`config.mk`:
```
export PLATFORM = sky130hd
export DESIGN_NAME = fsa_seq
export DESIGN_NICKNAME = d
export VERILOG_FILES = /design/src/pkg/fsa_pkg.sv /design/src/design/fsa_seq.sv
export VERILOG_INCLUDE_DIRS = /design/src /design/src/pkg
export SDC_FILE = /design/constraint.sdc
export NUM_CORES = 1
export LEC_CHECK = 0
export BUFFER_PORTS_ARGS = -buffer_cell sky130_fd_sc_hd__buf_2
export CAP_MARGIN = 20
export CORE_ASPECT_RATIO = 0.75
export CORE_MARGIN = 5
export CORE_UTILIZATION = 56
export CTS_CLUSTER_DIAMETER = 40
export DETAILED_ROUTE_END_ITERATION = 8
export GPL_TIMING_DRIVEN = 0
export PLACE_DENSITY = 0.82
export SETUP_SLACK_MARGIN = 0.05
export SLEW_MARGIN = 30
export SYNTH_ARGS = -nofsm -noshare
export SYNTH_HDL_FRONTEND = slang
export SYNTH_SLANG_ARGS = --single-unit
```
`constraint.sdc`:
```
create_clock -name ref_clk -period 3.3 [get_ports ref_clk]
set_input_delay 0.33 -clock ref_clk [delete_from_list [all_inputs] [get_ports ref_clk]]
set_output_delay 0.33 -clock ref_clk [all_outputs]
set_load 0.005 [all_outputs]
```
`src/pkg/fsa_consts.svh`:
```
// Constants of the flash self-access sequencer: offsets, bit positions, reset values, timing
`ifndef FSA_CONSTS_SVH
`define FSA_CONSTS_SVH

// ---------------------------------------------------------------
// Register indices on the plain register port
// ---------------------------------------------------------------
`define FSA_OFF_ADDR_LO    3'h0
`define FSA_OFF_ADDR_HI    3'h1
`define FSA_OFF_WORD_LO    3'h2
`define FSA_OFF_WORD_HI    3'h3
`define FSA_OFF_CTRL       3'h4
`define FSA_OFF_UNLOCK     3'h5

// ---------------------------------------------------------------
// Control register bit positions
// ---------------------------------------------------------------
`define FSA_BIT_RD         0
`define FSA_BIT_WR         1
`define FSA_BIT_ALLOW      2
`define FSA_BIT_ERR        3
`define FSA_BIT_LATCH_ONLY 4
`define FSA_BIT_ROW_ERASE  5
`define FSA_BIT_CFG_SEL    6

// ---------------------------------------------------------------
// Reset values, unlock keys, geometry
// ---------------------------------------------------------------
`define FSA_ADDR_RESET     15'h0000
`define FSA_WORD_RESET     14'h0000
`define FSA_UNLOCK_KEY1    8'h55
`define FSA_UNLOCK_KEY2    8'haa
`define FSA_ROW_OFS_BITS   5

// ---------------------------------------------------------------
// Timing: typical erase or program time and the clock period
// ---------------------------------------------------------------
`define FSA_ERASE_TIME_NS  2000000
`define FSA_CLK_PERIOD_NS  50
`define FSA_ERASE_CYCLES   (`FSA_ERASE_TIME_NS / `FSA_CLK_PERIOD_NS)

`endif

```
`src/pkg/fsa_pkg.sv`:
```
// Types shared by the flash self-access sequencer and its bench
package fsa_pkg;

  // ---------------------------------------------------------------
  // Sequencer states, one-hot
  // ---------------------------------------------------------------
  typedef enum logic [5:0] {
    st_idle  = 6'h01,
    st_rd1   = 6'h02,
    st_rd2   = 6'h04,
    st_wr1   = 6'h08,
    st_wr2   = 6'h10,
    st_stall = 6'h20
  } fsa_state_t;

  // Unlock key tracker, one-hot
  typedef enum logic [2:0] {
    ul_idle  = 3'h1,
    ul_first = 3'h2,
    ul_armed = 3'h4
  } fsa_unlock_t;

  // ---------------------------------------------------------------
  // Carriers
  // ---------------------------------------------------------------
  typedef struct packed {
    logic       rd;
    logic       wr;
    logic [2:0] addr;
    logic [7:0] wdata;
  } fsa_bus_req_t;

  typedef struct packed {
    logic        rd;
    logic        erase;
    logic        load;
    logic        prog;
    logic        cfg;
    logic [14:0] addr;
    logic [13:0] wdata;
  } fsa_arr_req_t;

endpackage

```
`src/design/fsa_seq.sv`:
```
// Flash self-access sequencer: word read, unlock, row erase, latch load and row program
//
// Chosen here: the address-and-strobe port and the register addresses.
`timescale 1ns/1ps
`include "fsa_consts.svh"
//
// How it works
// - Second instruction after the read trigger is discarded for the array access.
// - Fetched word lands in the data pair right after the access.
// - Data pair keeps the word until a new read or a software write.
// - Erase, latch load and commits need a complete, uninterrupted unlock first.
// - Setting the write trigger forces two no-operation slots.
// - Row erase or program stalls execution about 2 ms, then resumes.
// - Latch load continues right after the two forced slots, no stall.
// - Erase works only on whole rows, never single words.
// - Two preparation cycles follow the erase trigger before execution halts.
// - During the stall clocks run; only instruction execution halts.
// - After erase, execution resumes at the third instruction after the trigger.
// - Trigger bits are set by software only and cleared by hardware at completion.
// - A reset during a write sets the interrupted-program flag.
// - The unlock port is write-only and reads as zero.
// - Address pair supplies a 15-bit word address to every access except erase, which gets the row base.
module fsa_seq #(
  parameter int unsigned ERASE_CYCLES = `FSA_ERASE_CYCLES
) (
  input  wire logic                  ref_clk,
  input  wire logic                  rst,
  input  wire logic                  por,
  input  wire fsa_pkg::fsa_bus_req_t bus_req,
  output      logic [7:0]            bus_rdata,
  output      fsa_pkg::fsa_arr_req_t arr_req,
  input  wire logic [13:0]           arr_rdata,
  output      logic                  force_nop,
  output      logic                  stall
);
  import fsa_pkg::*;

  // ---------------------------------------------------------------
  // State
  // ---------------------------------------------------------------
  fsa_state_t   state;
  fsa_state_t   next_state;
  fsa_unlock_t  ul_state;
  fsa_unlock_t  next_ul_state;
  logic [14:0]  flash_addr;
  logic [13:0]  flash_word;
  logic         rd_bit;
  logic         wr_bit;
  logic         modify_allow;
  logic         latch_only;
  logic         row_erase_sel;
  logic         config_space_sel;
  logic         interrupted_program_flag;
  logic         busy_shadow;
  logic [15:0]  stall_cnt;

  // Register decode shared by write and read paths
  function automatic logic hit(input logic [2:0] a, input logic [2:0] idx);
    hit = (a == idx);
  endfunction

  // ---------------------------------------------------------------
  // Decode
  // ---------------------------------------------------------------
  wire        ctrl_wr   = bus_req.wr && hit(bus_req.addr, `FSA_OFF_CTRL);
  wire        unlock_wr = bus_req.wr && hit(bus_req.addr, `FSA_OFF_UNLOCK);
  wire        start_rd  = ctrl_wr && bus_req.wdata[`FSA_BIT_RD] && (state == st_idle);
  wire        armed     = (ul_state == ul_armed);
  // Trigger without allow or without both keys in order is simply dropped
  wire        start_wr  = ctrl_wr && bus_req.wdata[`FSA_BIT_WR] && (state == st_idle) && !start_rd
                          && modify_allow && armed;
  wire        long_op   = row_erase_sel || !latch_only;
  wire [15:0] stall_top = 16'(ERASE_CYCLES - 1);
  wire [14:0] row_addr  = {flash_addr[14:`FSA_ROW_OFS_BITS], `FSA_ROW_OFS_BITS'h0};
  wire        stall_end = (state == st_stall) && (stall_cnt == 16'h0000);
  wire        wr_done   = stall_end || ((state == st_wr2) && !long_op);

  // ---------------------------------------------------------------
  // Unlock key tracker; any stray unlock-port write breaks the chain, except a repeated first key, which keeps it at the first step
  // ---------------------------------------------------------------
  always_comb begin
    next_ul_state = ul_state;
    if (start_wr || (ctrl_wr && bus_req.wdata[`FSA_BIT_WR])) begin
      next_ul_state = ul_idle;
    end else if (unlock_wr && bus_req.wdata == `FSA_UNLOCK_KEY2 && ul_state == ul_first) begin
      next_ul_state = ul_armed;
    end else if (unlock_wr && bus_req.wdata == `FSA_UNLOCK_KEY1) begin
      next_ul_state = ul_first;
    end else if (unlock_wr) begin
      next_ul_state = ul_idle;
    end
  end

  // ---------------------------------------------------------------
  // Sequencer: forced slots, array access and stall
  // ---------------------------------------------------------------
  always_comb begin
    next_state = state;
    case (state)
      st_idle: begin
        if (start_rd) begin
          next_state = st_rd1;
        end else if (start_wr) begin
          next_state = st_wr1;
        end
      end
      st_rd1:   next_state = st_rd2;
      st_rd2:   next_state = st_idle;
      st_wr1:   next_state = st_wr2;
      st_wr2:   next_state = long_op ? st_stall : st_idle;
      st_stall: next_state = stall_end ? st_idle : st_stall;
      default:  next_state = st_idle;
    endcase
  end

  // Outputs registered from the next state so the core sees them on time
  wire next_force_nop = (next_state == st_rd2) || (next_state == st_wr1) || (next_state == st_wr2);
  wire next_stall     = (next_state == st_stall);

  always_ff @(posedge ref_clk or posedge rst) begin
    if (rst) begin
      state     <= st_idle;
      ul_state  <= ul_idle;
      force_nop <= 1'b0;
      stall     <= 1'b0;
    end else begin
      state     <= next_state;
      ul_state  <= next_ul_state;
      force_nop <= next_force_nop;
      stall     <= next_stall;
    end
  end

  // Stall timer; clocks keep running, only execution waits
  always_ff @(posedge ref_clk or posedge rst) begin
    if (rst) begin
      stall_cnt <= 16'h0000;
    end else if (state == st_wr2) begin
      stall_cnt <= stall_top;
    end else if (state == st_stall && stall_cnt != 16'h0000) begin
      stall_cnt <= stall_cnt - 16'h0001;
    end
  end

  // ---------------------------------------------------------------
  // Array request: one-cycle pulses with the 15-bit word address, or the row base for erase
  // ---------------------------------------------------------------
  always_ff @(posedge ref_clk or posedge rst) begin
    if (rst) begin
      arr_req <= '0;
    end else begin
      arr_req.rd    <= (next_state == st_rd2);
      arr_req.erase <= (state == st_wr2) && row_erase_sel;
      arr_req.prog  <= (state == st_wr2) && !row_erase_sel && !latch_only;
      arr_req.load  <= (state == st_wr2) && !row_erase_sel && latch_only;
      arr_req.cfg   <= config_space_sel;
      arr_req.addr  <= ((state == st_wr2) && row_erase_sel) ? row_addr : flash_addr;
      arr_req.wdata <= flash_word;
    end
  end

  // ---------------------------------------------------------------
  // Address and data pair; a finished read overrides software
  // ---------------------------------------------------------------
  always_ff @(posedge ref_clk or posedge rst) begin
    if (rst) begin
      flash_addr <= `FSA_ADDR_RESET;
      flash_word <= `FSA_WORD_RESET;
    end else begin
      if (bus_req.wr && hit(bus_req.addr, `FSA_OFF_ADDR_LO)) begin
        flash_addr[7:0] <= bus_req.wdata;
      end
      if (bus_req.wr && hit(bus_req.addr, `FSA_OFF_ADDR_HI)) begin
        flash_addr[14:8] <= bus_req.wdata[6:0];
      end
      if (arr_req.rd) begin
        flash_word <= arr_rdata;
      end else if (bus_req.wr && hit(bus_req.addr, `FSA_OFF_WORD_LO)) begin
        flash_word[7:0] <= bus_req.wdata;
      end else if (bus_req.wr && hit(bus_req.addr, `FSA_OFF_WORD_HI)) begin
        flash_word[13:8] <= bus_req.wdata[5:0];
      end
    end
  end

  // ---------------------------------------------------------------
  // Control bits; triggers ignore software clears
  // ---------------------------------------------------------------
  always_ff @(posedge ref_clk or posedge rst) begin
    if (rst) begin
      rd_bit           <= 1'b0;
      wr_bit           <= 1'b0;
      modify_allow     <= 1'b0;
      latch_only       <= 1'b0;
      row_erase_sel    <= 1'b0;
      config_space_sel <= 1'b0;
    end else begin
      if (start_rd) begin
        rd_bit <= 1'b1;
      end else if (state == st_rd2) begin
        rd_bit <= 1'b0;
      end
      if (start_wr) begin
        wr_bit <= 1'b1;
      end else if (wr_done) begin
        wr_bit <= 1'b0;
      end
      // Mode bits are frozen while an operation runs so it cannot change under it
      if (ctrl_wr && state == st_idle) begin
        modify_allow     <= bus_req.wdata[`FSA_BIT_ALLOW];
        latch_only       <= bus_req.wdata[`FSA_BIT_LATCH_ONLY];
        row_erase_sel    <= bus_req.wdata[`FSA_BIT_ROW_ERASE];
        config_space_sel <= bus_req.wdata[`FSA_BIT_CFG_SEL];
      end
    end
  end

  // ---------------------------------------------------------------
  // Interrupted-write detection; lives on power-on reset only so rst cannot wipe it
  // ---------------------------------------------------------------
  always_ff @(posedge ref_clk or posedge por) begin
    if (por) begin
      busy_shadow              <= 1'b0;
      interrupted_program_flag <= 1'b0;
    end else begin
      if (!rst) begin
        busy_shadow <= wr_bit;
      end
      // Set wins over a software clear in the same cycle
      if (rst && busy_shadow) begin
        interrupted_program_flag <= 1'b1;
      end else if (ctrl_wr && !bus_req.wdata[`FSA_BIT_ERR]) begin
        interrupted_program_flag <= 1'b0;
      end
    end
  end

  // ---------------------------------------------------------------
  // Read path: data stands one cycle, unmapped and unlock read zero
  // ---------------------------------------------------------------
  wire [7:0] ctrl_view = {1'b0, config_space_sel, row_erase_sel, latch_only,
                          interrupted_program_flag, modify_allow, wr_bit, rd_bit};
  wire [7:0] next_rdata =
    !bus_req.rd                                   ? 8'h00 :
    hit(bus_req.addr, `FSA_OFF_ADDR_LO)           ? flash_addr[7:0] :
    hit(bus_req.addr, `FSA_OFF_ADDR_HI)           ? {1'b0, flash_addr[14:8]} :
    hit(bus_req.addr, `FSA_OFF_WORD_LO)           ? flash_word[7:0] :
    hit(bus_req.addr, `FSA_OFF_WORD_HI)           ? {2'b00, flash_word[13:8]} :
    hit(bus_req.addr, `FSA_OFF_CTRL)              ? ctrl_view : 8'h00;

  always_ff @(posedge ref_clk or posedge rst) begin
    if (rst) begin
      bus_rdata <= 8'h00;
    end else begin
      bus_rdata <= next_rdata;
    end
  end
endmodule

```
==> summary.md, run 1 <==
| Metric | Value |
|---|---|
| Antenna cells | `0` |
| Max-slew violations | `0` |
| Cell count after synthesis | `between 400 and 500` |
| Initial DRT Pass Iterations | `4` |
| Max Cap Viol | `0` |
| Final period utilization | `0.6814` |
| CTS sink cnt | `106` |
| GRT Residual Overflow | `0` |
| Worst Path Required | `3.52 ns` |
| H-Tree Depth | `3` |
| Post-synth EDFFs | `0` |
| Startpoint types | `flip-flop` |
| First-pass GRT wire length | `around 18 mm` |
| CP max stage delay | `approximately 0.52 ns` |
| Clock network fraction of total power | `0.264` |
| Switch Pwr | `around 0.84 mW` |
| Arrival time at the worst endpoint | `~2.5 ns` |
| Status | `finished clean` |
| Synth unique cells | `54` |
| Syn Nets | `approximately 440` |
| Final #Nets | `522` |
| CTS buffer count | `9` |
| Register bit total from synthesis | `106` |
| Drc violations | `0` |
| Fillers | `about 640` |
| Die area | `between 10000 and 15000 µm²` |
| Post-detailed-routing wire length | `10.70 mm` |
| Routed via count | `3509` |
| Post-DRT Antenna Nets | `0` |
| Global-route usage over all layers | `0.2241` |
| Hold-fix buffers, CTS | `1` |
| Die W | `between 100 and 150 µm` |
| Worst-path cell with the longest stage delay | `nor4_2` |
| RSZ-0062 raised after global routing | `false` |
| Row count | `28` |
| # port buffers | `71` |
| WL/cell | `17.84 µm` |
| Sequential share of power | `0.577` |
| DR iter-0 viols | `245` |
| Clk_lat worst skew | `approximately 0.37 ns` |
| Core Area | `between 7000 and 8000 µm²` |
| Mapped cell area | `4632 µm²` |
| Largest net degree at the start of global routing | `around 60` |
| Post-Place Worst Slack | `approximately 1.1 ns` |
| Most frequent cells in the layout | `dfrtp_1, buf_2, o21ai_0` |
| Worst-Margin Slew | `roughly 0.98 ns` |
| Vias in the first global route | `3466` |
| Final HPWL DP | `approximately 7.8 mm` |
| Vias per inst | `between 5 and 6` |
| Avg Synthesized Cell Area | `~11 µm²` |
| Final worst slack | `roughly 1.1 ns` |
| IO Pins | `between 70 and 80` |
| Post-CTS Setup Repair Bufs | `0` |
| Initial core utilization | `0.5799` |
| Comb pwr share | `0.159` |
| Sequential cell area fraction in the yosys report | `0.5732` |
| Fin util | `0.6684` |
| Synth-to-Final Area Change | `15.26%` |
| Ys async rst share | `1.000` |
| Synthesis Warnings | `0` |
| Most common cell after layout, fill and taps aside | `dfrtp_1` |
| Clock skew | `roughly 0.0078 ns` |
| Layout cells sized above 1 | `0.2566` |
| Die H | `between 80 and 90 µm` |
| CTS resizes | `0` |
| Sw Ratio | `0.2876` |
| CP Class | `flip-flop to flip-flop` |
| Internal cell power | `roughly 2.1 mW` |
| Clk Tree Root Cell | `clkbuf_8` |
| Worst min path class | `primary input to async pin` |
| Final Hold Vio Count | `0` |
| Pleak | `between 2 and 3 nW` |
| Ys flop type | `dfrtp_1` |
| Peak VDD IR | `roughly 0.35 mV` |
| CP Cell Sequence | `nor4_2 > nand2_1 > buf_2 > o41ai_1 > nand3_1` |
| CTS tree | `yes` |
| Initial antenna violation count | `0` |
| Slew margin rel. | `0.3439` |
| Peak Freq | `around 440 MHz` |
| Longest Clk Path Bufs | `2` |
| Worst Path Max Fanout | `10` |
| CP Capture Type | `flip-flop` |
| Final setup vio count | `0` |
| Final Critical Period | `~2.2 ns` |
| Clock transition at path regs | `0.10 ns` |
| PD cells | `roughly 550 nW/µm²` |
| Global placer's final weighted congestion | `0.9103` |
[power groups by stage]
stage	Clock, mW	Sequential, mW	Combinational, mW
CTS	0.778	1.69	0.471
detailed placement	0	1.71	0.468
global route	0.831	1.72	0.517
global placement	0	1.70	0.446
finish	0.771	1.69	0.464
floorplan	0	1.69	0.244
[final cells by class]
cell class / instances / area, µm² / share of cell area
Clock buffer: 10 / 137.6 / 0.02578
Inverter: 12 / 50.05 / 0.009374
Sequential cell: 106 / 2655 / 0.4973
Buffer: 16 / 70.07 / 0.01312
Clock inverter: 6 / 47.55 / 0.008906
Timing Repair Buffer: 73 / 385.4 / 0.07218
Multi-Input combinational cell: 272 / 1862 / 0.3487
Tap cell: 105 / 131.4 / 0.02461
[state kept, by name, indices dropped and copies added (netlist names), 3 cells and up]
signal	count
arr_req	34
stall_cnt	16
flash_addr	15
flash_word	14
bus_rdata	8
state	6
ul_state	3
[path summary, 6_finish.rpt]
check / from / end / slack, ns / cells after the start
worst max-delay path: state[2] / stall_cnt[15] / 1.05 / 5
worst min-delay path: rst / stall_cnt[9] / 0.03 / 2
worst max register to register: state[2] / stall_cnt[15] / 1.05 / 5
worst min register to register: flash_word[10] / arr_req[10] / 0.40 / 0
max in group asynchronous: rst / state[0] / 2.61 / 3
min in group ref_clk: arr_rdata[1] / flash_word[1] / 0.16 / 3
[cells by family after synthesis]
logic type | share of synthesized area
DFF | 0.5732
xor gates and xnor gates | 0.003782
buffers and inverters | 0.02485
adders and majority gates | 0.005402
AOI/OAI and AO/OA | 0.09589
muxes | 0.1045
and+or+nand+nor | 0.1923
[synth_stat cells (all sizes together), types with 2 or more instances]
cell / n / share of area
a211o: 5 / 0.0095
a21o: 2 / 0.0032
a21oi: 15 / 0.016
and2: 12 / 0.016
and3: 2 / 0.0027
buf: 5 / 0.0062
clkbuf: 11 / 0.0089
dfrtp: 104 / 0.56
dfstp: 2 / 0.011
ha: 2 / 0.0054
inv: 12 / 0.0097
mux2: 19 / 0.046
mux2i: 27 / 0.058
nand2: 34 / 0.028
nand2b: 3 / 0.0041
nand3: 10 / 0.011
nand4: 6 / 0.0081
nand4b: 4 / 0.0076
nor2: 23 / 0.019
nor2b: 7 / 0.0095
nor3: 8 / 0.011
nor3b: 6 / 0.012
nor4: 11 / 0.027
nor4bb: 4 / 0.0086
o21ai: 37 / 0.040
o22ai: 3 / 0.0041
o31ai: 3 / 0.0049
o41ai: 2 / 0.0038
or3: 4 / 0.0054
or4: 8 / 0.014
[critical path: cells and delay by family, from the launching register on]
family          cells  cell delay (ns)
compound gates      1             0.41
buf+inv             1             0.29
flops               1             0.45
simple gates        3             0.96
[routing by layer]
layer  GRT usage  part of all wire  wire length [µm]  up-vias
met5           0                 0                 0        -
met4     0.05864            0.0079                85        0
met3     0.04853             0.077               827        8
met2      0.3346              0.45              4796      144
met1      0.3362              0.47              4992     1719
li1            -                 -                 -     1638
[per-stage QoR]
step / setup TNS, ns / area (µm²) / power [mW] / cells / hold WS, ns
after floorplan: 0 / 4632 / 1.935 / 406 / 0.07118
after global placement: -80.04 / 5119 / 2.151 / 582 / 0.1767
after detailed placement: 0 / 5144 / 2.179 / 583 / 0.1825
after CTS: 0 / 5339 / 2.937 / 600 / 0.03844
after global routing: 0 / 5339 / 3.068 / 600 / 0.07282
final: 0 / 5339 / 2.922 / 600 / 0.02623
Note: power is estimated with default switching activity, not from simulation.
==> run 2: changes to the inputs <==
==> constraint.sdc (replaced) <==
create_clock -name ref_clk -period 2.1 [get_ports ref_clk]
set_input_delay 0.21 -clock ref_clk [delete_from_list [all_inputs] [get_ports ref_clk]]
set_output_delay 0.21 -clock ref_clk [all_outputs]
set_load 0.005 [all_outputs]
==> summary.md, run 2 (synthesis results as in run 1) <==
| Metric | Value |
|---|---|
| Most frequent cells in the layout | `dfrtp_1, buf_2, o21ai_0 (unchanged)` |
| Post-detailed-routing wire length | `11.20 mm (was 10.70 mm)` |
| CTS tree | `yes (unchanged)` |
| PD cells | `869.3 nW/µm² (was 547.4 nW/µm²)` |
| Routed via count | `3589 (was 3509)` |
| Final Critical Period | `2.020 ns (was 2.249 ns)` |
| Drc violations | `0 (unchanged)` |
| Die area | `10210 µm² (unchanged)` |
| Worst Path Required | `2.31 ns (was 3.52 ns)` |
| Antenna cells | `0 (unchanged)` |
| Global placer's final weighted congestion | `0.8925 (was 0.9103)` |
| Vias in the first global route | `3544 (was 3466)` |
| CP Capture Type | `flip-flop (unchanged)` |
| Synth-to-Final Area Change | `20.88% (was 15.26%)` |
| Initial antenna violation count | `0 (unchanged)` |
| Worst min path class | `primary input to flip-flop (was primary input to async pin)` |
| Clock transition at path regs | `0.10 ns (about the same)` |
| Startpoint types | `flip-flop (unchanged)` |
| Pleak | `2.601 nW (was 2.511 nW)` |
| Arrival time at the worst endpoint | `2.23 ns (was 2.47 ns)` |
| Die H | `88.76 µm (unchanged)` |
| WL/cell | `18.30 µm (was 17.84 µm)` |
| Post-DRT Antenna Nets | `0 (unchanged)` |
| Max Cap Viol | `0 (unchanged)` |
| Die W | `115.0 µm (unchanged)` |
| Fillers | `573 (was 635)` |
| Placed Cells | `585 (was 583)` |
| Clk Tree Root Cell | `clkbuf_8 (unchanged)` |
| Initial DRT Pass Iterations | `4 (unchanged)` |
| Peak VDD IR | `0.4894 mV (was 0.3483 mV)` |
| Post-Layout Cell Count | `612 (was 600)` |
| Clock skew | `0.01869 ns (was 0.007787 ns)` |
| DR iter-0 viols | `231 (was 245)` |
| GRT Residual Overflow | `0 (unchanged)` |
| Worst-Margin Slew | `0.9879 ns (was 0.9760 ns)` |
| Final setup vio count | `0 (unchanged)` |
| Final period utilization | `0.9620 (was 0.6814)` |
| H-Tree Depth | `3 (unchanged)` |
| Longest Clk Path Bufs | `2 (unchanged)` |
| # port buffers | `71 (unchanged)` |
| Most common cell after layout, fill and taps aside | `dfrtp_1 (unchanged)` |
| RSZ-0062 raised after global routing | `true (was false)` |
| Slew margin rel. | `0.3359 (was 0.3439)` |
| Regs by FF count | `arr_req: 34 flops, stall_cnt: 16 flops, flash_addr: 15 flops (unchanged)` |
| Hold Slack | `0.05754 ns (was 0.02623 ns)` |
| Peak Freq | `495.0 MHz (was 444.7 MHz)` |
| Vias per inst | `5.864 (was 5.848)` |
| Max reg flops | `34 (unchanged)` |
| Layout cells sized above 1 | `0.2939 (was 0.2566)` |
| Max-slew violations | `0 (unchanged)` |
| CP Class | `flip-flop to flip-flop (unchanged)` |
| Clk_lat worst skew | `0.36 ns (was 0.37 ns)` |
| IO Pins | `74 (unchanged)` |
| CTS buffer count | `9 (unchanged)` |
| Initial core utilization | `0.5799 (unchanged)` |
| Final Hold Vio Count | `0 (unchanged)` |
| Status | `finished clean (unchanged)` |
| Row count | `28 (unchanged)` |
| Final #Nets | `535 (was 522)` |
| Global-route usage over all layers | `0.2312 (was 0.2241)` |
| First-pass GRT wire length | `18.22 mm (was 17.58 mm)` |
| Largest net degree at the start of global routing | `32 (was 61)` |
| Worst Path Max Fanout | `6 (was 10)` |
| Core Area | `7988 µm² (unchanged)` |
| CTS sink cnt | `106 (unchanged)` |
| Final HPWL DP | `8.002 mm (was 7.800 mm)` |
| Largest Register | `arr_req (unchanged)` |
## run 2: path summary, 6_finish.rpt
| path | slack [ns] | end | cells past startpoint | start |
|---|---|---|---|---|
| worst min register to register | 0.41 | arr_req[12] | 0 | flash_word[12] |
| worst min-delay path | 0.06 | flash_word[12] | 3 | arr_rdata[12] |
| worst max register to register | 0.08 | stall_cnt[1] | 6 | stall_cnt[2] |
| min in group asynchronous | 0.23 | busy_shadow | 3 | por |
| worst max-delay path | 0.08 | stall_cnt[1] | 6 | stall_cnt[2] |
| max in group asynchronous | 0.82 | ul_state[0] | 5 | rst |
## run 2: through the flow
stage | power, mW | worst slack [ns] | cell area, µm² | setup TNS (ns) | util
global route | 5.117 | 0.01864 | 5599 | 0 | 0.7010
global placement | 3.381 | -0.03860 | 5122 | -0.03860 | 0.6413
floorplan | 3.041 | 0.2721 | 4636 | 0 | -
CTS | 4.881 | 0.05351 | 5540 | 0 | 0.6936
finish | 4.867 | 0.07983 | 5599 | 0 | 0.7010
detailed placement | 3.438 | -0.05901 | 5190 | -0.2158 | 0.6497
## run 2: worst max-delay path, stage by stage (launching register included)
cell     delay [ns]
dfrtp_1        0.47
or4_4          0.61
nor4_4         0.29
buf_4          0.18
buf_4          0.12
or3_1          0.11
nand3_1        0.09
## run 2: repair_timing
action,in CTS,in global routing
hold buffers,2,0
buffers inserted,8,2
setup endpoints to repair,15,21
gates cloned,1,0
resized for setup,10,9
pin swaps,2,2
hold endpoints to repair,29,0
## run 2: final cells by class
type / count / area, µm² / share of cell area
tap: 105 / 131.4 / 0.02346
clock buffer: 11 / 131.4 / 0.02346
buffer: 15 / 66.31 / 0.01184
sequential: 106 / 2658 / 0.4746
multi-input combinational: 272 / 1939 / 0.3464
clock inverter: 4 / 98.84 / 0.01765
timing repair buffer: 87 / 525.5 / 0.09385
inverter: 12 / 48.80 / 0.008715
## run 2: per-layer routing
layer / global-route usage / wire (µm)
met5: 0 / 0
met4: 0.06183 / 150
met3: 0.05468 / 662
met2: 0.3419 / 5089
met1: 0.3451 / 5298
## run 2: power by group
| part | leakage [nW] | internal, mW | switching (mW) |
|---|---|---|---|
| combinational | 1.15 | 0.391 | 0.373 |
| sequential | 1.33 | 2.43 | 0.230 |
| clock | 0.114 | 0.792 | 0.654 |
| total | 2.60 | 3.61 | 1.26 |
